**config.mk**
```make
export PLATFORM = sky130hd
export DESIGN_NAME = emalu_top
export DESIGN_NICKNAME = d
export VERILOG_FILES = /design/src/rtl/emalu_pkg.sv /design/src/rtl/emalu_sub.sv /design/src/rtl/emalu_top.sv
export SDC_FILE = /design/constraint.sdc
export NUM_CORES = 1
export LEC_CHECK = 0
export BUFFER_PORTS_ARGS = -buffer_cell sky130_fd_sc_hd__buf_2
export CORE_AREA = 3 3 113 115
export DETAILED_ROUTE_END_ITERATION = 10
export DIE_AREA = 0 0 116 118
export PLACE_DENSITY_LB_ADDON = 0.08
export SETUP_SLACK_MARGIN = 0.1
export SLEW_MARGIN = 5
export SYNTH_ARGS = -nofsm -noshare
export SYNTH_HDL_FRONTEND = slang
export SYNTH_HIERARCHICAL = 1
export SYNTH_SLANG_ARGS = --single-unit
```
**constraint.sdc**
```tcl
create_clock -name sys_clk_i -period 8.84 [get_ports sys_clk_i]
set_input_delay 1.326 -clock sys_clk_i [delete_from_list [all_inputs] [get_ports sys_clk_i]]
set_output_delay 1.326 -clock sys_clk_i [all_outputs]
set_load 0.1 [all_outputs]
```
**src/rtl/emalu_pkg.sv**
```systemverilog
// Shared constants and types for the far memory ALU block
package emalu_pkg;

  // ----------
  // Widths
  // ----------
  localparam int DATA_W = 8;
  localparam int ADDR_W = 12;
  localparam int WB_AW  = 8;
  localparam int BIT_W  = 3;

  // ----------
  // Register byte offsets
  // ----------
  localparam logic [WB_AW-1:0] CMD_OFF    = 8'h00;
  localparam logic [WB_AW-1:0] ADDR_OFF   = 8'h04;
  localparam logic [WB_AW-1:0] WORK_OFF   = 8'h08;
  localparam logic [WB_AW-1:0] FLAGS_OFF  = 8'h0C;
  localparam logic [WB_AW-1:0] STATUS_OFF = 8'h10;

  // ----------
  // Field positions
  // ----------
  localparam int CMD_OP_LSB  = 0;
  localparam int CMD_BIT_LSB = 8;
  localparam int FLAG_C      = 0;
  localparam int FLAG_AC     = 1;
  localparam int FLAG_Z      = 2;
  localparam int FLAG_OV     = 3;
  localparam int FLAG_SC     = 4;
  localparam int FLAG_CZ     = 5;
  localparam int FLAG_W      = 6;
  localparam int STAT_BUSY   = 0;
  localparam int STAT_SKIP   = 1;

  // ----------
  // Reset values and cycle counts
  // ----------
  localparam logic [DATA_W-1:0] WORK_RST  = 8'h00;
  localparam logic [FLAG_W-1:0] FLAGS_RST = 6'h00;
  localparam logic [ADDR_W-1:0] ADDR_RST  = 12'h000;
  localparam int SKIP_CYCLES  = 3;
  localparam int PLAIN_CYCLES = 2;

  // ----------
  // Operations
  // ----------
  typedef enum logic [4:0] {
    OP_FAR_INCREMENT_TO_WORK      = 5'h00,
    OP_FAR_MOVE_TO_WORK           = 5'h01,
    OP_FAR_MOVE_TO_MEMORY         = 5'h02,
    OP_FAR_OR_TO_WORK             = 5'h03,
    OP_FAR_OR_TO_MEMORY           = 5'h04,
    OP_FAR_ROTATE_LEFT            = 5'h05,
    OP_FAR_ROTATE_LEFT_TO_WORK    = 5'h06,
    OP_FAR_ROTATE_LEFT_CARRY      = 5'h07,
    OP_FAR_ROTATE_LEFT_CARRY_TO_WORK  = 5'h08,
    OP_FAR_ROTATE_RIGHT           = 5'h09,
    OP_FAR_ROTATE_RIGHT_TO_WORK   = 5'h0A,
    OP_FAR_ROTATE_RIGHT_CARRY     = 5'h0B,
    OP_FAR_ROTATE_RIGHT_CARRY_TO_WORK = 5'h0C,
    OP_FAR_SUBTRACT_BORROW        = 5'h0D,
    OP_FAR_SUBTRACT_BORROW_TO_MEMORY  = 5'h0E,
    OP_FAR_SUBTRACT               = 5'h0F,
    OP_FAR_SUBTRACT_TO_MEMORY     = 5'h10,
    OP_FAR_DECREMENT_SKIP         = 5'h11,
    OP_FAR_DECREMENT_SKIP_TO_WORK = 5'h12,
    OP_FAR_INCREMENT_SKIP         = 5'h13,
    OP_FAR_INCREMENT_SKIP_TO_WORK = 5'h14,
    OP_FAR_FILL_ONES              = 5'h15,
    OP_FAR_SET_BIT                = 5'h16,
    OP_FAR_BIT_SKIP               = 5'h17,
    OP_FAR_NONZERO_SKIP           = 5'h18
  } emalu_op_type;

  typedef enum logic [3:0] {
    ST_IDLE  = 4'b0001,
    ST_FETCH = 4'b0010,
    ST_EXEC  = 4'b0100,
    ST_DUMMY = 4'b1000
  } emalu_state_type;

endpackage

```
**src/rtl/emalu_sub.sv**
```systemverilog
// Eight-bit subtractor with the arithmetic status outputs
`timescale 1ns/1ps
module emalu_sub (
  // Operands
  input  wire logic [7:0] minuend_i,
  input  wire logic [7:0] subtrahend_i,
  input  wire logic       carry_i,
  // Result and flags
  output logic      [7:0] diff_o,
  output logic            carry_o,
  output logic            half_o,
  output logic            wrap_o
);

  logic [8:0] full_sum;
  logic [4:0] low_sum;

  // Borrow is the inverted carry: a - b - ~c is a + ~b + c
  assign full_sum = {1'b0, minuend_i} + {1'b0, ~subtrahend_i} + {8'h00, carry_i};
  assign low_sum  = {1'b0, minuend_i[3:0]} + {1'b0, ~subtrahend_i[3:0]} + {4'h0, carry_i};
  assign diff_o   = full_sum[7:0];
  assign carry_o  = full_sum[8];
  assign half_o   = low_sum[4];
  assign wrap_o   = (minuend_i[7] ^ subtrahend_i[7]) & (minuend_i[7] ^ full_sum[7]);

endmodule

```
**src/rtl/emalu_top.sv**
```systemverilog
// Far data memory ALU datapath with a classic Wishbone register slave
//
// What this block does
// - Operand address is full width, reaching any memory section without banking.
// - Increment-to-work puts memory plus one in work; only zero flag.
// - Moves copy memory to work or work to memory; no flags.
// - OR of work and memory to work or memory; only zero flag.
// - Rotate left, bit 7 into bit 0, to memory or work; no flags.
// - Rotate left through carry, old carry in, bit 7 out; only carry.
// - Rotate right, bit 0 into bit 7, to memory or work; no flags.
// - Rotate right through carry, old carry into bit 7; only carry.
// - Subtract memory and inverted carry from work; six flags updated.
// - Subtract memory from work to work or memory; six flags updated.
// - Subtraction carry is 0 when negative, 1 when zero or positive.
// - Decrement memory, write back, skip next when result zero; no flags.
// - Increment memory, write back, skip next when result zero; no flags.
// - Work variants write only work; skip judged on that value.
// - Skip instructions take three cycles; otherwise continue normally.
// - Fill writes all ones; bit form sets only selected bit; no flags.
// - Bit test skips when selected memory bit is one; no flags.
// - Byte test rewrites memory and skips when nonzero; no flags.
//
// The Wishbone register port and the register addresses were left to the implementer.
`timescale 1ns/1ps
module emalu_top
  import emalu_pkg::*;
(
  // Clock and reset
  input  wire logic                          sys_clk_i,
  input  wire logic                          nrst_i,
  // Wishbone slave
  input  wire logic                          wb_cyc_i,
  input  wire logic                          wb_stb_i,
  input  wire logic                          wb_we_i,
  input  wire logic [emalu_pkg::WB_AW-1:0]   wb_adr_i,
  input  wire logic [3:0]                    wb_sel_i,
  input  wire logic [31:0]                   wb_dat_i,
  output logic      [31:0]                   wb_dat_o,
  output logic                               wb_ack_o,
  // Data memory port
  output logic      [emalu_pkg::ADDR_W-1:0]  mem_addr_o,
  output logic                               mem_rd_o,
  input  wire logic [emalu_pkg::DATA_W-1:0]  mem_rdata_i,
  output logic                               mem_we_o,
  output logic      [emalu_pkg::DATA_W-1:0]  mem_wdata_o,
  // Sequencer status
  output logic                               busy_o,
  output logic                               skip_o,
  output logic                               done_o
);

  import emalu_pkg::*;

  // ----------
  // Declarations
  // ----------
  emalu_state_type     state_reg, state_next;
  emalu_op_type        op_reg;
  logic [BIT_W-1:0]    bit_reg;
  logic [ADDR_W-1:0]   addr_reg;
  logic [DATA_W-1:0]   work_reg, mem_wdata_reg, opnd, result, sub_diff, bit_mask;
  logic [FLAG_W-1:0]   flags_reg;
  logic [31:0]         rdata_reg;
  logic                skip_reg, skip_pend_reg, done_reg, ack_reg, mem_we_reg;
  logic                wb_req, wb_wr, start, to_work, to_mem, upd_z, upd_c, upd_arith;
  logic                chain, new_c, is_skip, take_skip, sub_borrow_in, sub_c, sub_ac;
  logic                sub_ov, sub_z, cur_c;

  // ----------
  // Wishbone slave
  // ----------
  assign wb_req   = wb_cyc_i & wb_stb_i;
  // Write lands on the edge where the master sees ack
  assign wb_wr    = wb_req & wb_we_i & ack_reg;
  assign wb_ack_o = ack_reg;
  assign wb_dat_o = rdata_reg;

  always_ff @(posedge sys_clk_i or negedge nrst_i) begin
    if (!nrst_i) begin
      ack_reg <= 1'b0;
    end else begin
      ack_reg <= wb_req & ~ack_reg;
    end
  end

  always_ff @(posedge sys_clk_i or negedge nrst_i) begin
    if (!nrst_i) begin
      rdata_reg <= 32'h0000_0000;
    end else if (wb_req & ~ack_reg) begin
      if (wb_adr_i == CMD_OFF) begin
        rdata_reg <= {21'h00_0000, bit_reg, 3'h0, op_reg};
      end else if (wb_adr_i == ADDR_OFF) begin
        rdata_reg <= {20'h0_0000, addr_reg};
      end else if (wb_adr_i == WORK_OFF) begin
        rdata_reg <= {24'h00_0000, work_reg};
      end else if (wb_adr_i == FLAGS_OFF) begin
        rdata_reg <= {26'h000_0000, flags_reg};
      end else if (wb_adr_i == STATUS_OFF) begin
        rdata_reg <= {30'h0000_0000, skip_reg, busy_o};
      end else begin
        rdata_reg <= 32'h0000_0000;
      end
    end
  end

  // Command write starts an operation; ignored while one is running
  assign start = wb_wr & (wb_adr_i == CMD_OFF) & wb_sel_i[0] & (state_reg == ST_IDLE);

  always_ff @(posedge sys_clk_i or negedge nrst_i) begin
    if (!nrst_i) begin
      op_reg  <= OP_FAR_MOVE_TO_WORK;
      bit_reg <= '0;
    end else if (start) begin
      op_reg <= emalu_op_type'(wb_dat_i[CMD_OP_LSB +: 5]);
      if (wb_sel_i[1]) begin
        bit_reg <= wb_dat_i[CMD_BIT_LSB +: BIT_W];
      end
    end
  end

  // Full-width address, no bank register involved
  always_ff @(posedge sys_clk_i or negedge nrst_i) begin
    if (!nrst_i) begin
      addr_reg <= ADDR_RST;
    end else if (wb_wr & (wb_adr_i == ADDR_OFF) & (state_reg == ST_IDLE)) begin
      if (wb_sel_i[0]) begin
        addr_reg[7:0] <= wb_dat_i[7:0];
      end
      if (wb_sel_i[1]) begin
        addr_reg[ADDR_W-1:8] <= wb_dat_i[ADDR_W-1:8];
      end
    end
  end

  // ----------
  // Sequencer
  // ----------
  always_comb begin
    state_next = state_reg;
    case (state_reg)
      ST_IDLE: begin
        if (start) begin
          state_next = ST_FETCH;
        end
      end
      ST_FETCH: begin
        state_next = ST_EXEC;
      end
      ST_EXEC: begin
        // Skip forms spend one more cycle on the dummy slot
        state_next = is_skip ? ST_DUMMY : ST_IDLE;
      end
      ST_DUMMY: begin
        state_next = ST_IDLE;
      end
      default: begin
        state_next = ST_IDLE;
      end
    endcase
  end

  always_ff @(posedge sys_clk_i or negedge nrst_i) begin
    if (!nrst_i) begin
      state_reg <= ST_IDLE;
    end else begin
      state_reg <= state_next;
    end
  end

  assign busy_o     = (state_reg != ST_IDLE);
  assign mem_rd_o   = (state_reg == ST_FETCH);
  assign mem_addr_o = addr_reg;
  assign mem_we_o   = mem_we_reg;
  assign mem_wdata_o = mem_wdata_reg;
  assign skip_o     = skip_reg;
  assign done_o     = done_reg;

  // ----------
  // Datapath
  // ----------
  assign opnd          = mem_rdata_i;
  assign cur_c         = flags_reg[FLAG_C];
  assign bit_mask      = 8'h01 << bit_reg;
  assign sub_borrow_in = (op_reg == OP_FAR_SUBTRACT_BORROW) |
                         (op_reg == OP_FAR_SUBTRACT_BORROW_TO_MEMORY) ? cur_c : 1'b1;

  emalu_sub u_sub (
    .minuend_i    (work_reg),
    .subtrahend_i (opnd),
    .carry_i      (sub_borrow_in),
    .diff_o       (sub_diff),
    .carry_o      (sub_c),
    .half_o       (sub_ac),
    .wrap_o       (sub_ov)
  );

  assign sub_z = (sub_diff == 8'h00);

  always_comb begin
    result    = opnd;
    to_work   = 1'b0;
    to_mem    = 1'b0;
    upd_z     = 1'b0;
    upd_c     = 1'b0;
    upd_arith = 1'b0;
    chain     = 1'b0;
    new_c     = cur_c;
    is_skip   = 1'b0;
    take_skip = 1'b0;
    case (op_reg)
      OP_FAR_INCREMENT_TO_WORK: begin
        result  = opnd + 8'h01;
        to_work = 1'b1;
        upd_z   = 1'b1;
      end
      OP_FAR_MOVE_TO_WORK: begin
        to_work = 1'b1;
      end
      OP_FAR_MOVE_TO_MEMORY: begin
        result = work_reg;
        to_mem = 1'b1;
      end
      OP_FAR_OR_TO_WORK, OP_FAR_OR_TO_MEMORY: begin
        result  = work_reg | opnd;
        to_work = (op_reg == OP_FAR_OR_TO_WORK);
        to_mem  = (op_reg == OP_FAR_OR_TO_MEMORY);
        upd_z   = 1'b1;
      end
      OP_FAR_ROTATE_LEFT, OP_FAR_ROTATE_LEFT_TO_WORK: begin
        result  = {opnd[6:0], opnd[7]};
        to_work = (op_reg == OP_FAR_ROTATE_LEFT_TO_WORK);
        to_mem  = (op_reg == OP_FAR_ROTATE_LEFT);
      end
      OP_FAR_ROTATE_LEFT_CARRY, OP_FAR_ROTATE_LEFT_CARRY_TO_WORK: begin
        result  = {opnd[6:0], cur_c};
        new_c   = opnd[7];
        upd_c   = 1'b1;
        to_work = (op_reg == OP_FAR_ROTATE_LEFT_CARRY_TO_WORK);
        to_mem  = (op_reg == OP_FAR_ROTATE_LEFT_CARRY);
      end
      OP_FAR_ROTATE_RIGHT, OP_FAR_ROTATE_RIGHT_TO_WORK: begin
        result  = {opnd[0], opnd[7:1]};
        to_work = (op_reg == OP_FAR_ROTATE_RIGHT_TO_WORK);
        to_mem  = (op_reg == OP_FAR_ROTATE_RIGHT);
      end
      OP_FAR_ROTATE_RIGHT_CARRY, OP_FAR_ROTATE_RIGHT_CARRY_TO_WORK: begin
        result  = {cur_c, opnd[7:1]};
        new_c   = opnd[0];
        upd_c   = 1'b1;
        to_work = (op_reg == OP_FAR_ROTATE_RIGHT_CARRY_TO_WORK);
        to_mem  = (op_reg == OP_FAR_ROTATE_RIGHT_CARRY);
      end
      OP_FAR_SUBTRACT_BORROW, OP_FAR_SUBTRACT_BORROW_TO_MEMORY: begin
        result    = sub_diff;
        upd_arith = 1'b1;
        chain     = 1'b1;
        to_work   = (op_reg == OP_FAR_SUBTRACT_BORROW);
        to_mem    = (op_reg == OP_FAR_SUBTRACT_BORROW_TO_MEMORY);
      end
      OP_FAR_SUBTRACT, OP_FAR_SUBTRACT_TO_MEMORY: begin
        result    = sub_diff;
        upd_arith = 1'b1;
        to_work   = (op_reg == OP_FAR_SUBTRACT);
        to_mem    = (op_reg == OP_FAR_SUBTRACT_TO_MEMORY);
      end
      OP_FAR_DECREMENT_SKIP, OP_FAR_DECREMENT_SKIP_TO_WORK: begin
        result    = opnd - 8'h01;
        is_skip   = 1'b1;
        take_skip = (result == 8'h00);
        to_work   = (op_reg == OP_FAR_DECREMENT_SKIP_TO_WORK);
        to_mem    = (op_reg == OP_FAR_DECREMENT_SKIP);
      end
      OP_FAR_INCREMENT_SKIP, OP_FAR_INCREMENT_SKIP_TO_WORK: begin
        result    = opnd + 8'h01;
        is_skip   = 1'b1;
        take_skip = (result == 8'h00);
        to_work   = (op_reg == OP_FAR_INCREMENT_SKIP_TO_WORK);
        to_mem    = (op_reg == OP_FAR_INCREMENT_SKIP);
      end
      OP_FAR_FILL_ONES: begin
        result = 8'hFF;
        to_mem = 1'b1;
      end
      OP_FAR_SET_BIT: begin
        result = opnd | bit_mask;
        to_mem = 1'b1;
      end
      OP_FAR_BIT_SKIP: begin
        is_skip   = 1'b1;
        take_skip = |(opnd & bit_mask);
      end
      OP_FAR_NONZERO_SKIP: begin
        // Same byte goes back out, so side effects of a write still occur
        to_mem    = 1'b1;
        is_skip   = 1'b1;
        take_skip = (opnd != 8'h00);
      end
      default: begin
        result = opnd;
      end
    endcase
  end

  // ----------
  // Work register, flags and memory write
  // ----------
  // Software writes lose to a running operation, never collide with it
  always_ff @(posedge sys_clk_i or negedge nrst_i) begin
    if (!nrst_i) begin
      work_reg <= WORK_RST;
    end else if (state_reg == ST_EXEC) begin
      if (to_work) begin
        work_reg <= result;
      end
    end else if (wb_wr & (wb_adr_i == WORK_OFF) & wb_sel_i[0] & ~busy_o) begin
      work_reg <= wb_dat_i[DATA_W-1:0];
    end
  end

  always_ff @(posedge sys_clk_i or negedge nrst_i) begin
    if (!nrst_i) begin
      flags_reg <= FLAGS_RST;
    end else if (state_reg == ST_EXEC) begin
      // Unlisted flags are simply not assigned
      if (upd_z) begin
        flags_reg[FLAG_Z] <= (result == 8'h00);
      end
      if (upd_c) begin
        flags_reg[FLAG_C] <= new_c;
      end
      if (upd_arith) begin
        flags_reg[FLAG_C]  <= sub_c;
        flags_reg[FLAG_AC] <= sub_ac;
        flags_reg[FLAG_Z]  <= sub_z;
        flags_reg[FLAG_OV] <= sub_ov;
        flags_reg[FLAG_SC] <= ~(sub_ov ^ sub_diff[7]);
        flags_reg[FLAG_CZ] <= chain ? (sub_z & flags_reg[FLAG_CZ]) : sub_z;
      end
    end else if (wb_wr & (wb_adr_i == FLAGS_OFF) & wb_sel_i[0] & ~busy_o) begin
      flags_reg <= wb_dat_i[FLAG_W-1:0];
    end
  end

  always_ff @(posedge sys_clk_i or negedge nrst_i) begin
    if (!nrst_i) begin
      mem_we_reg    <= 1'b0;
      mem_wdata_reg <= 8'h00;
    end else begin
      mem_we_reg <= (state_reg == ST_EXEC) & to_mem;
      if ((state_reg == ST_EXEC) & to_mem) begin
        mem_wdata_reg <= result;
      end
    end
  end

  // ----------
  // Skip and completion reporting
  // ----------
  always_ff @(posedge sys_clk_i or negedge nrst_i) begin
    if (!nrst_i) begin
      skip_pend_reg <= 1'b0;
      skip_reg      <= 1'b0;
      done_reg      <= 1'b0;
    end else begin
      if (state_reg == ST_EXEC) begin
        skip_pend_reg <= take_skip;
      end
      // Skip result reported with the final cycle, failing skips just finish
      if (start) begin
        skip_reg <= 1'b0;
      end else if (state_reg == ST_DUMMY) begin
        skip_reg <= skip_pend_reg;
      end
      done_reg <= (state_next == ST_IDLE) & busy_o;
    end
  end

endmodule

```
Yosys cells after proc, flatten, opt, wreduce, memory -nomap -nowiden
Cells that the tools add are included.
{"block": "classes", "add_sub_neg": 6, "n_eq_ne": 39, "shifts": 1, "n_mux": 30, "bitwise": 31, "reduce_logical": 34}
{"operator": "8-bit case mux with 11 select lines", "n": 1}
{"operator": "32-bit 2-to-1 mux", "n": 2}
{"operator": "5-bit equality test (second input constant)", "n": 9}
{"operator": "5-bit by 4-bit equality test with 1-bit output (second input constant)", "n": 8}
{"operator": "8-bit logical NOT", "n": 5}
{"operator": "8-bit 2-to-1 mux", "n": 4}
{"operator": "6-bit 2-to-1 mux", "n": 4}
{"operator": "5-bit by 3-bit equality test with 1-bit output (second input constant)", "n": 4}
{"operator": "1-bit case mux with 10 select lines", "n": 2}
{"operator": "2-bit OR reduction", "n": 10}
{"operator": "1-bit AND", "n": 19}
{"operator": "8-bit by 4-bit equality test with 1-bit output (second input constant)", "n": 2}
{"operator": "8-bit OR", "n": 2}
{"operator": "4-bit case mux with 3 select lines", "n": 1}
{"operator": "2-bit AND reduction", "n": 6}
{"operator": "4-bit OR reduction", "n": 3}
{"operator": "1-bit 2-to-1 mux", "n": 11}
{"operator": "5-bit by 2-bit equality test with 1-bit output (second input constant)", "n": 2}
{"operator": "8-bit by 8-bit adder with 9-bit output", "n": 1}
{"operator": "9-bit by 1-bit adder with 9-bit output", "n": 1}
{"operator": "8-bit by 1-bit adder with 8-bit output (second input constant)", "n": 1}
{"operator": "8-bit AND", "n": 1}
{"operator": "4-bit by 1-bit equality test with 1-bit output (second input constant)", "n": 2}
{"operator": "8-bit by 3-bit equality test with 1-bit output (second input constant)", "n": 1}
{"operator": "other kinds (29)", "n": 39}
{"block": "totals", "register_bits": 83, "in_bits": 57, "output_inout_bits": 58, "word_cells": 157}

Logic depth before layout (Yosys ltp)
Gate-level depths: netlist of the first run.
{"block": "logic_depth", "word_depth": 10, "mapped_depth": 19}

Cells and area by module
Netlist of the first run, hierarchy kept.
{"module": "emalu_top", "instances": 1, "cells_each": 581, "area_each_um2": 4901.0}
{"module": "emalu_sub", "instances": 1, "cells_each": 56, "area_each_um2": 412.9}

Worst setup path before layout of the first run
OpenSTA, ideal clock, no wires.
{"block": "synth_timing", "path_type": "reg2out", "start": "register state_reg[2]", "end": "output port mem_rd_o", "arrival_time_ps": 3612, "required_ps": 7514, "setup_slack_ps": 3902, "stages_incl_launch_ff": 2, "path_buffers": 0, "cell_sequence": "dfrtp_1 > nor4b_1"}
{"block": "synth_via", "elab_chain_len": 1}
{"element": "start, declared", "line_no": "emalu_top.sv:57", "text": "emalu_state_type state_reg, state_next;"}
{"element": "start signal, assigned", "line_no": "emalu_top.sv:166", "text": "state_reg <= state_next;"}
{"element": "4-bit by 2-bit equality test with 1-bit output", "line_no": "emalu_top.sv:171", "text": "assign mem_rd_o = (state_reg == ST_FETCH);"}
{"element": "end, declared", "line_no": "emalu_top.sv:42", "text": "output logic mem_rd_o,"}
No other way between the ends.

Worst setup path after layout of the first run
{"block": "layout_timing", "start": "register op_reg[0]", "end": "register work_reg[6]"}
{"block": "layout_via", "elab_chain_len": 7, "word_cells_on_any_way": 44, "classes_between": "add/sub: 1; eq/ne: 23; mux: 5; bitwise: 1; reduce/logical: 14"}
{"element": "start, declared", "line_no": "emalu_top.sv:58", "text": "emalu_op_type op_reg;"}
{"element": "start signal, assigned", "line_no": "emalu_top.sv:114", "text": "op_reg <= emalu_op_type'(wb_dat_i[CMD_OP_LSB +: 5]);"}
{"element": "5-bit by 4-bit equality test with 1-bit output (on tied branches)", "line_no": "emalu_top.sv:184, emalu_top.sv:185"}
{"element": "1-bit OR (*)", "line_no": "emalu_top.sv:184", "text": "assign sub_borrow_in = (op_reg == OP_FAR_SUBTRACT_BORROW) |"}
{"element": "1-bit 2-to-1 mux (*)", "line_no": "emalu_top.sv:185", "text": "(op_reg == OP_FAR_SUBTRACT_BORROW_TO_MEMORY) ? cur_c : 1'b1;"}
{"element": "via sub_borrow_in", "line_no": "emalu_top.sv:66", "text": "logic chain, new_c, is_skip, take_skip, sub_borrow_in, sub_c, sub_ac;"}
{"element": "9-bit by 1-bit adder with 9-bit output (*)", "line_no": "emalu_sub.sv:19", "text": "assign full_sum = {1'b0, minuend_i} + {1'b0, ~subtrahend_i} + {8'h00, carry_i};"}
{"element": "via sub_diff[6]", "line_no": "emalu_top.sv:61", "text": "logic [DATA_W-1:0] work_reg, mem_wdata_reg, opnd, result, sub_diff, bit_mask;"}
{"element": "8-bit case mux with 11 select lines (*)", "line_no": "emalu_top.sv:210", "text": "case (op_reg)"}
{"element": "8-bit 2-to-1 mux (*)", "line_no": "emalu_top.sv:312", "text": "if (to_work) begin"}
{"element": "8-bit 2-to-1 mux (*)", "line_no": "emalu_top.sv:311", "text": "end else if (state_reg == ST_EXEC) begin"}
{"element": "end signal, assigned", "line_no": "emalu_top.sv:313", "text": "work_reg <= result;"}
{"element": "end signal, assigned", "line_no": "emalu_top.sv:316", "text": "work_reg <= wb_dat_i[DATA_W-1:0];"}
{"element": "end, declared", "line_no": "emalu_top.sv:61"}
Mark *: on every way through the listed nets, which the timed path passes. The rest lies on a longest branch. The select of a mux whose other input is x is not followed.
A chain may end at the register's enable or synchronous reset.

==> flow_summary.yaml, run 1 <==
logic_synthesis:
  synth_largest_area_cell: "dfrtp_1"
  synth-main-ff-cell: "dfrtp_1"
  synth_warnings: 6
  synthArstFlopShare_pct: 100
  synth_top_cell_area_share_pct: 28.7
  syn_avg_cell_area_um2: 8.34
  synth_edf_count: 0
  synth_area_leaders: "dfrtp_1, mux2_2, nand2_1, nor2_1, a21oi_1"
  ys_seq_area_share_pct: 29.7
  synth-seq-cells: 63
  synth.distinct_cells: 84
  netlist_instances: 637
  synthesis.area_mm2: 0.00531
outcome:
  status: "complete, no violations"
critical_path:
  endpoint_kind: "flop"
  required_ps: 9060
  cp_max_fo: 40
  cp.arrival_ps: 4910
  path_class: "reg -> reg"
  startpoint_type: "flop"
floorplan:
  start_util_pct: 44.6
  fp.dieH_um: 118
  dieArea_mm2: 0.0137
  placementRows: 40
  dieWidth_um: 116
  core_mm2: 0.0119
  io-pin-count: 115
global_routing:
  first_global_vias: 4798
  antenna_found_initial: 0
  grt.total_usage_pct: 25.5
  grt_start_max_net_pins: 64
  grt_pass1_wl_um: 27300
  grt-ovfl-total: 0
clock_tree:
  clk_latency_ps: 330
  clkSinkCount: 63
  root_buffer: "clkbuf_16"
  cts_setup_buffers: 0
  clockBufferDepth: 2
  ctsHtreeMaxLevel: 3
  cts_tree: "done"
  clk_pin_slew_ps: 50
  ctsResizeCount: 0
  numCtsBuffers: 9
  holdBufCountCts: 0
sta:
  drv_slew: 0
  final_hold_viol_count: 0
  slew_headroom_pct: 33.2
  fin_skew_ps: 5.53
  min_period_ps: 4700
  worst_pin_slew_ps: 1000
  fmax_ghz: 0.213
  rsz0062_at_grt: "false"
  setup_viol: 0
  fin_ws_ps: 4140
  setup-tns-final_ps: 0
  post-route-period-util_pct: 53.2
pwr:
  vdd_drop_max_v: 0.000105
  p_leak_nw: 2.62
  p_total_mw: 0.786
  cellPowerDensity_mw_per_mm2: 132
placement:
  dpl_worst_slack_ps: 4010
  gp_congestion: 0.989
  post_dp_cell_area_mm2: 0.00563
  dpl.hpwl_um: 12900
  io_buffer_count: 72
routing:
  num_vias: 5231
  wl_met3_um: 1450
  wl_met2_um: 8110
  routed.top_layer: "met4"
  wl_met1_um: 7710
  wl_per_cell_um: 21.1
  first_iter_violations: 642
  drc: 0
  via_per_inst: 6.28
  dr.pass1.iters: 6
  drt-total-wl_um: 17500
  ant_nets: 0
run:
  max_cap_viol_count: 0
cells_and_area:
  antennaDiodeCount: 0
  fillCellCount: 1168
  seqCellArea_mm2: 0.00158
  area_delta_synth_final_pct: 11.7
  postLayoutCellArea_mm2: 0.00593
  multi_input_area_mm2: 0.00336
  drive_gt1_share_pct: 21.4
  nets: 751
hold_path:
  hold_class: "reg -> reg"
## synthesized netlist by cell type (all sizes together), types with 12 or more instances
cell type	instances
buf	41
dfrtp	61
nand2	69
o21ai	34
clkbuf	24
nor4	12
inv	25
mux2	33
nor3	18
nand3	16
a21oi	32
nor2b	16
nor2	52
## cells by family after synthesis
logic type	count (synthesis)	synth area share, %
muxes	44	10.4
buffers and inverters	91	8.43
adders and majority gates	13	3.34
AOI/OAI and AO/OA	174	23.1
DFF	63	29.7
and+or+nand+nor	237	22.7
other	1	0.0706
xor gates and xnor gates	14	2.31
## per-stage QoR
| step | hold WS [ps] | utilization [%] | std cells |
|---|---|---|---|
| 2_1_floorplan | 446 | - | 656 |
| 3_3_place_gp | 460 | 47.3 | 817 |
| 3_5_place_dp | 463 | 47.3 | 817 |
| 4_1_cts | 477 | 49.8 | 833 |
| 5_1_grt | 491 | 49.8 | 833 |
| 6_report | 470 | 49.8 | 833 |
## critical path, cell delays in order, from the launching register on
cell and delay (ps):
dfstp_2 1010, xnor2_1 240, or3_1 160, inv_1 40, fa_1 400, fa_1 420, nor2b_1 180, o31a_1 170
o31ai_1 80, a21boi_1 200, a21o_1 210, a32oi_1 140, o32ai_1 130, a221o_1 300, o31ai_1 260, a22o_1 270
o21ai_0 100, mux2_2 270
## placed cells by master, fill, tap and decap left out, types with 12 or more instances in the layout
master and instances:
nor2_1 52, nor4_1 12, nand2_1 69, nor2b_1 16, mux2_2 31, conb_1 20
a21oi_1 32, dfrtp_1 61, nand3_1 16, buf_2 72, inv_1 25, o21ai_0 32
nor3_1 18
## report_power, final
group / leakage [nW] / switching [mW] / internal (mW)
combinational: 1.66 / 0.102 / 0.0344
sequential: 0.814 / 0.00439 / 0.291
clock: 0.146 / 0.121 / 0.233
## metal layers
metal / up-vias / global-route usage, %
met1: 2524 / 37.5
met5: - / 0
li1: 2399 / -
met3: 25 / 4.63
met4: 0 / 5.87
met2: 283 / 38.7
## path summary, 6_finish.rpt
| path | depth (start not counted) | from | to | slack, ps |
|---|---|---|---|---|
| min in group asynchronous | 2 | nrst_i | done_o | 1160 |
| max in group asynchronous | 2 | nrst_i | mem_wdata_o[0] | 7130 |
| max | 17 | op_reg[0] | work_reg[6] | 4140 |
| min | 2 | wb_dat_o[10] | wb_dat_o[10] | 470 |
| min reg2reg | 2 | wb_dat_o[10] | wb_dat_o[10] | 470 |
| max reg2reg | 17 | op_reg[0] | work_reg[6] | 4140 |
## layout make-up
class	count	share of cell area, %
multi-input combinational	502	56.6
timing repair buffer	79	6.96
inverter	26	1.64
sequential	63	26.6
tap	147	3.10
clock inverter	3	0.717
clock buffer	13	4.39
(Power assumes the default switching activity.)
==> run 2, diff against run 1 <==
ABC_AREA = 1   (was not set)
CORE_AREA = 3 3 111 113   (was 3 3 113 115)
DIE_AREA = 0 0 114 116   (was 0 0 116 118)
clock period = 3.95 ns   (was 8.84 ns; I/O delays follow)
==> run 2 against run 1 <==
Net effect: global-route usage down 0.12 points; cell count up 19%; critical path depth unchanged; synthesized area down 4.8%; synthesized cell count up 23%; total power up 140%; first-iteration DRC count down 36%.
==> flow_summary.yaml, run 2 <==
floorplan:
  fp.dieH_um: 116
  io-pin-count: 115
  dieWidth_um: 114
  start_util_pct: 44.3
  placementRows: 39
  dieArea_mm2: 0.0132
  core_mm2: 0.0114
outcome:
  status: "complete, no violations"
routing:
  num_vias: 5375
  drt-total-wl_um: 16200
  ant_nets: 0
  first_iter_violations: 413
  via_per_inst: 5.41
  wl_per_cell_um: 16.3
  drc: 0
  dr.pass1.iters: 7
critical_path:
  required_ps: 4220
  cp_max_fo: 8
  startpoint_type: "flop"
  endpoint_kind: "flop"
  critPathMaxStageDelay_ps: 620
  critical_path.cell_chain: "inv_2 -> nand2_4 -> nand2_2 -> nand4_1 -> inv_1 -> fa_1 -> fa_1 -> o21ai_2 -> nand2_1 -> nand3_1 -> nand2_1 -> nor4_1 -> and2_0 -> o21ai_0 -> nor3_1 -> o21ai_0 -> nand2_1"
  cp_common_cell: "nand2_1"
  cp.arrival_ps: 3670
  slowest_stage: "dfstp_2"
  path_class: "reg -> reg"
pwr:
  p_leak_nw: 3.10
  cellPowerDensity_mw_per_mm2: 322
  intPower_mw: 1.28
  p_seq_share_pct: 35.9
  p_sw_mw: 0.571
  clock_power_share_pct: 47.2
  vdd_drop_max_v: 0.000271
  comb_power_share_pct: 16.9
  p_sw_share_pct: 30.9
sta:
  worst_pin_slew_ps: 966
  fmax_ghz: 0.295
  drv_slew: 0
  fin_skew_ps: 5.00
  post-route-period-util_pct: 85.8
  setup-tns-final_ps: 0
  hold_ws_ps: 406
  final_hold_viol_count: 0
  min_period_ps: 3390
  rsz0062_at_grt: "false"
  slew_headroom_pct: 35.6
  setup_viol: 0
cells_and_area:
  area_delta_synth_final_pct: 13.6
  final_cell_mix: "nand2_1, inv_1, nor2_1"
  antennaDiodeCount: 0
  nets: 916
  fin_cells: 994
  mostFrequentLayoutCell: "nand2_1"
  drive_gt1_share_pct: 14.7
run:
  max_cap_viol_count: 0
clock_tree:
  ctsHtreeMaxLevel: 3
  root_buffer: "clkbuf_16"
  numCtsBuffers: 9
  clk_pin_slew_ps: 60
  clk_latency_ps: 340
  cts_tree: "done"
  cts_setup_buffers: 0
  holdBufCountCts: 0
  clockBufferDepth: 2
  clkSinkCount: 63
  ctsResizeCount: 0
logic_synthesis:
  synth_area_leaders: "dfrtp_1, nand2_1, inv_1, nor2_1, o21ai_0"
  ys_seq_area_share_pct: 31.2
  synthArstFlopShare_pct: 100
  synth_top_cell_area_share_pct: 30.2
  synth-seq-cells: 63
  netlist_instances: 784
  syn_avg_cell_area_um2: 6.45
  synth-main-ff-cell: "dfrtp_1"
  synth_edf_count: 0
  post-synth-top-count-cell: "nand2_1"
  synth_warnings: 6
  synthesis.area_mm2: 0.00506
  synth.distinct_cells: 45
  synth_largest_area_cell: "dfrtp_1"
  synth_common_cells: "nand2_1, inv_1, nor2_1, o21ai_0, dfrtp_1"
placement:
  io_buffer_count: 72
  gp_congestion: 0.927
  dpl.hpwl_um: 12800
  dp_cells: 978
global_routing:
  grt-ovfl-total: 0
  grt_start_max_net_pins: 45
  first_global_vias: 5102
  grt.total_usage_pct: 25.3
  antenna_found_initial: 0
  grt_pass1_wl_um: 26100
hold_path:
  hold_class: "in -> async"
## run 2: critical path: cells and delay by family (launching register included)
kind                       cells  cell delay (ps)
adders and majority gates      2              860
AOI/OAI and AO/OA              3              450
and+or+nand+nor               10             1230
DFF                            1              620
buffers and inverters          2              160
## run 2: power groups by stage
stage,Combinational (mW),Clock [mW],Sequential [mW]
3_3_place_gp,0.308,0,0.674
3_5_place_dp,0.311,0,0.675
2_1_floorplan,0.184,0,0.740
6_report,0.313,0.873,0.663
4_1_cts,0.312,0.881,0.663
5_1_grt,0.334,0.907,0.664
## run 2: worst paths after layout
| kind | depth (start not counted) | from | slack, ps | to |
|---|---|---|---|---|
| max | 17 | op_reg[0] | 560 | flags_reg[5] |
| min | 1 | nrst_i | 410 | mem_addr_o[8] |
| max reg2reg | 17 | op_reg[0] | 560 | flags_reg[5] |
| min reg2reg | 2 | mem_wdata_o[5] | 470 | mem_wdata_o[5] |
| max in group asynchronous | 2 | nrst_i | 2660 | mem_wdata_o[6] |
| min in group sys_clk_i | 2 | mem_wdata_o[5] | 470 | mem_wdata_o[5] |
## run 2: final cells by class
class / count / area [µm²]
Clock buffer: 11 / 243
Clock inverter: 5 / 81.3
Fill cell: 1225 / 5670
Inverter: 105 / 394
Multi-Input combinational cell: 592 / 2890
Sequential cell: 63 / 1580
Tap cell: 143 / 179
Timing Repair Buffer: 75 / 383
## run 2: cell families (layout without fill, tap and decap cells)
| group | Yosys count | after routing | share of synthesized area, % |
|---|---|---|---|
| buffers and inverters | 148 | 196 | 13.2 |
| adders and majority gates | 13 | 13 | 3.51 |
| AOI/OAI and AO/OA | 121 | 121 | 13.7 |
| xor gates and xnor gates | 10 | 10 | 1.73 |
| DFF | 63 | 63 | 31.2 |
| other | 1 | 20 | 0.0741 |
| and+or+nand+nor | 428 | 428 | 36.5 |
## run 2: routing by layer
metal	vias up	global-route usage, %	routed length (µm)
li1	2625	-	-
met1	2542	34.4	7340
met2	173	40.8	7550
met3	35	4.70	925
met4	0	8.63	393
met5	-	0	0
## run 2: per-stage QoR
step	setup slack, ps	utilization, %	area (µm²)	power, mW
2_1_floorplan	680	-	5130	0.924
3_3_place_gp	680	47.5	5420	0.982
3_5_place_dp	614	47.5	5420	0.986
4_1_cts	570	50.3	5750	1.86
6_report	559	50.3	5750	1.85
5_1_grt	214	50.3	5750	1.91
==> run 3, diff against run 2 <==
ABC_AREA = not set   (was 1)
CORE_AREA = 3 3 113 115   (was 3 3 111 113)
CTS_CLUSTER_SIZE = 16   (was not set)
DIE_AREA = 0 0 116 118   (was 0 0 114 116)
==> run 3 against run 2 <==
Net effect: wire length up 14%; combinational power up 5%; clock skew up 1.6 ps; first-iteration DRC count up 31%; largest power group unchanged; maximum frequency down 12%; register-to-register slack worse by 440 ps; die area up 3.5%; critical path depth unchanged; setup slack worse by 440 ps; non-clock buffer count up 27; total power down 5.0%.
==> flow_summary.yaml, run 3 (synthesis gave the netlist of run 1 again) <==
outcome:
  status: "complete, no violations"
floorplan:
  core_mm2: 0.0119
  dieArea_mm2: 0.0137
  io-pin-count: 115
  start_util_pct: 44.6
  placementRows: 40
  fp.dieH_um: 118
  dieWidth_um: 116
clock_tree:
  ctsHtreeMaxLevel: 3
  clkSinkCount: 63
  numCtsBuffers: 9
  clk_latency_ps: 330
  clockBufferDepth: 2
  root_buffer: "clkbuf_16"
  cts_tree: "done"
  clk_pin_slew_ps: 50
pwr:
  cellPowerDensity_mw_per_mm2: 285
  vdd_drop_max_v: 0.000230
  p_total_mw: 1.76
  p_leak_nw: 2.76
hold_path:
  hold_class: "in -> async"
global_routing:
  first_global_vias: 5014
  grt-ovfl-total: 0
  grt_start_max_net_pins: 41
  grt_pass1_wl_um: 29000
  grt.total_usage_pct: 27.2
  antenna_found_initial: 0
critical_path:
  startpoint_type: "flop"
  path_class: "reg -> reg"
  required_ps: 4160
  cp.arrival_ps: 4040
  cp_max_fo: 4
  endpoint_kind: "flop"
routing:
  num_vias: 5345
  routed.top_layer: "met4"
  wl_met1_um: 7830
  dr.pass1.iters: 6
  wl_per_cell_um: 21.6
  wl_met2_um: 8740
  first_iter_violations: 543
  via_per_inst: 6.24
  drt-total-wl_um: 18500
  wl_met3_um: 1540
  drc: 0
  ant_nets: 0
cells_and_area:
  antennaDiodeCount: 0
  fillCellCount: 1191
  drive_gt1_share_pct: 25.8
  nets: 774
  area_delta_synth_final_pct: 16.0
  final_cell_mix: "buf_2, nand2_1, dfrtp_1"
  mostFrequentLayoutCell: "buf_2"
sta:
  slew_headroom_pct: 40.1
  worst_pin_slew_ps: 899
  fin_skew_ps: 6.63
  drv_slew: 0
  final_hold_viol_count: 0
  post-route-period-util_pct: 97.1
  rsz0062_at_grt: "true"
  fin_ws_ps: 114
  setup_viol: 0
  setup-tns-final_ps: 0
  min_period_ps: 3840
  fmax_ghz: 0.261
placement:
  gp_congestion: 0.967
  dpl.hpwl_um: 13800
  io_buffer_count: 72
  dpl_worst_slack_ps: 53.4
run:
  max_cap_viol_count: 0
## run 3: cell types whose count changed in the layout (fill, tap and decap cells not counted), moves of 8 or more
cell / delta
nand3_1: -41
buf_4: +27
o21ai_0: -32
nand2_1: -148
nand4_1: -12
nor2_1: -40
a21oi_1: +12
nor2_2: -8
nor2b_1: +15
mux2_2: +30
inv_1: -72
## run 3: what timing repair did
action / 4_1_cts / 5_1_grt
hold endpoints to repair: 0 / 0
resized for setup: 8 / 5
pin swaps: 11 / 5
setup endpoints to repair: 1 / 4
buffers inserted: 8 / 1
hold buffers: 0 / 0
## run 3: layer usage
metal,vias to the layer above,GRT usage [%]
met5,-,0
met4,0,6.31
met3,33,5.40
met2,273,42.4
met1,2599,38.6
li1,2440,-
## run 3: cell type report
type / count / area, µm² / area share, %
clock buffer: 12 / 246 / 4.00
clock inverter: 4 / 45.0 / 0.731
tap: 147 / 184 / 2.98
multi-input combinational: 502 / 3430 / 55.6
timing repair buffer: 102 / 586 / 9.50
inverter: 26 / 97.6 / 1.58
sequential: 63 / 1580 / 25.6
## run 3: final timing paths
| path | from | to | slack (ps) | depth (start not counted) |
|---|---|---|---|---|
| max | op_reg[0] | work_reg[6] | 110 | 17 |
| min reg2reg | wb_dat_o[4] | wb_dat_o[4] | 470 | 2 |
| max reg2reg | op_reg[0] | work_reg[6] | 110 | 17 |
| max in group asynchronous | nrst_i | work_reg[1] | 2700 | 2 |
| min | nrst_i | state_reg[2] | 390 | 1 |
| min in group sys_clk_i | wb_dat_o[4] | wb_dat_o[4] | 470 | 2 |
## run 3: through the flow
| step | hold slack (ps) | util (%) | cell area, µm² | instances |
|---|---|---|---|---|
| after global routing | 465 | 51.7 | 6160 | 856 |
| final | 390 | 51.7 | 6160 | 856 |
| after global placement | 461 | 48.3 | 5760 | 831 |
| after CTS | 419 | 51.5 | 6130 | 855 |
| after floorplan | 297 | - | 5420 | 656 |
| after detailed placement | 465 | 48.3 | 5760 | 831 |
## run 3: critical path, stage by stage (launching register included)
cell	delay, ps
dfstp_2	550
xnor2_2	120
or3_4	160
inv_2	40
fa_2	360
fa_2	370
nor2b_2	150
o31a_1	200
o31ai_2	90
a21boi_4	160
a21o_1	160
a32oi_1	150
o32ai_1	100
a221o_1	320
nor3_1	210
a22o_1	230
o21ai_1	80
mux2_4	260
## run 3: report_power, final
part | switching [mW] | internal (mW)
Sequential | 0.00799 | 0.651
Combinational | 0.238 | 0.0913
Clock | 0.267 | 0.502
Total | 0.513 | 1.24
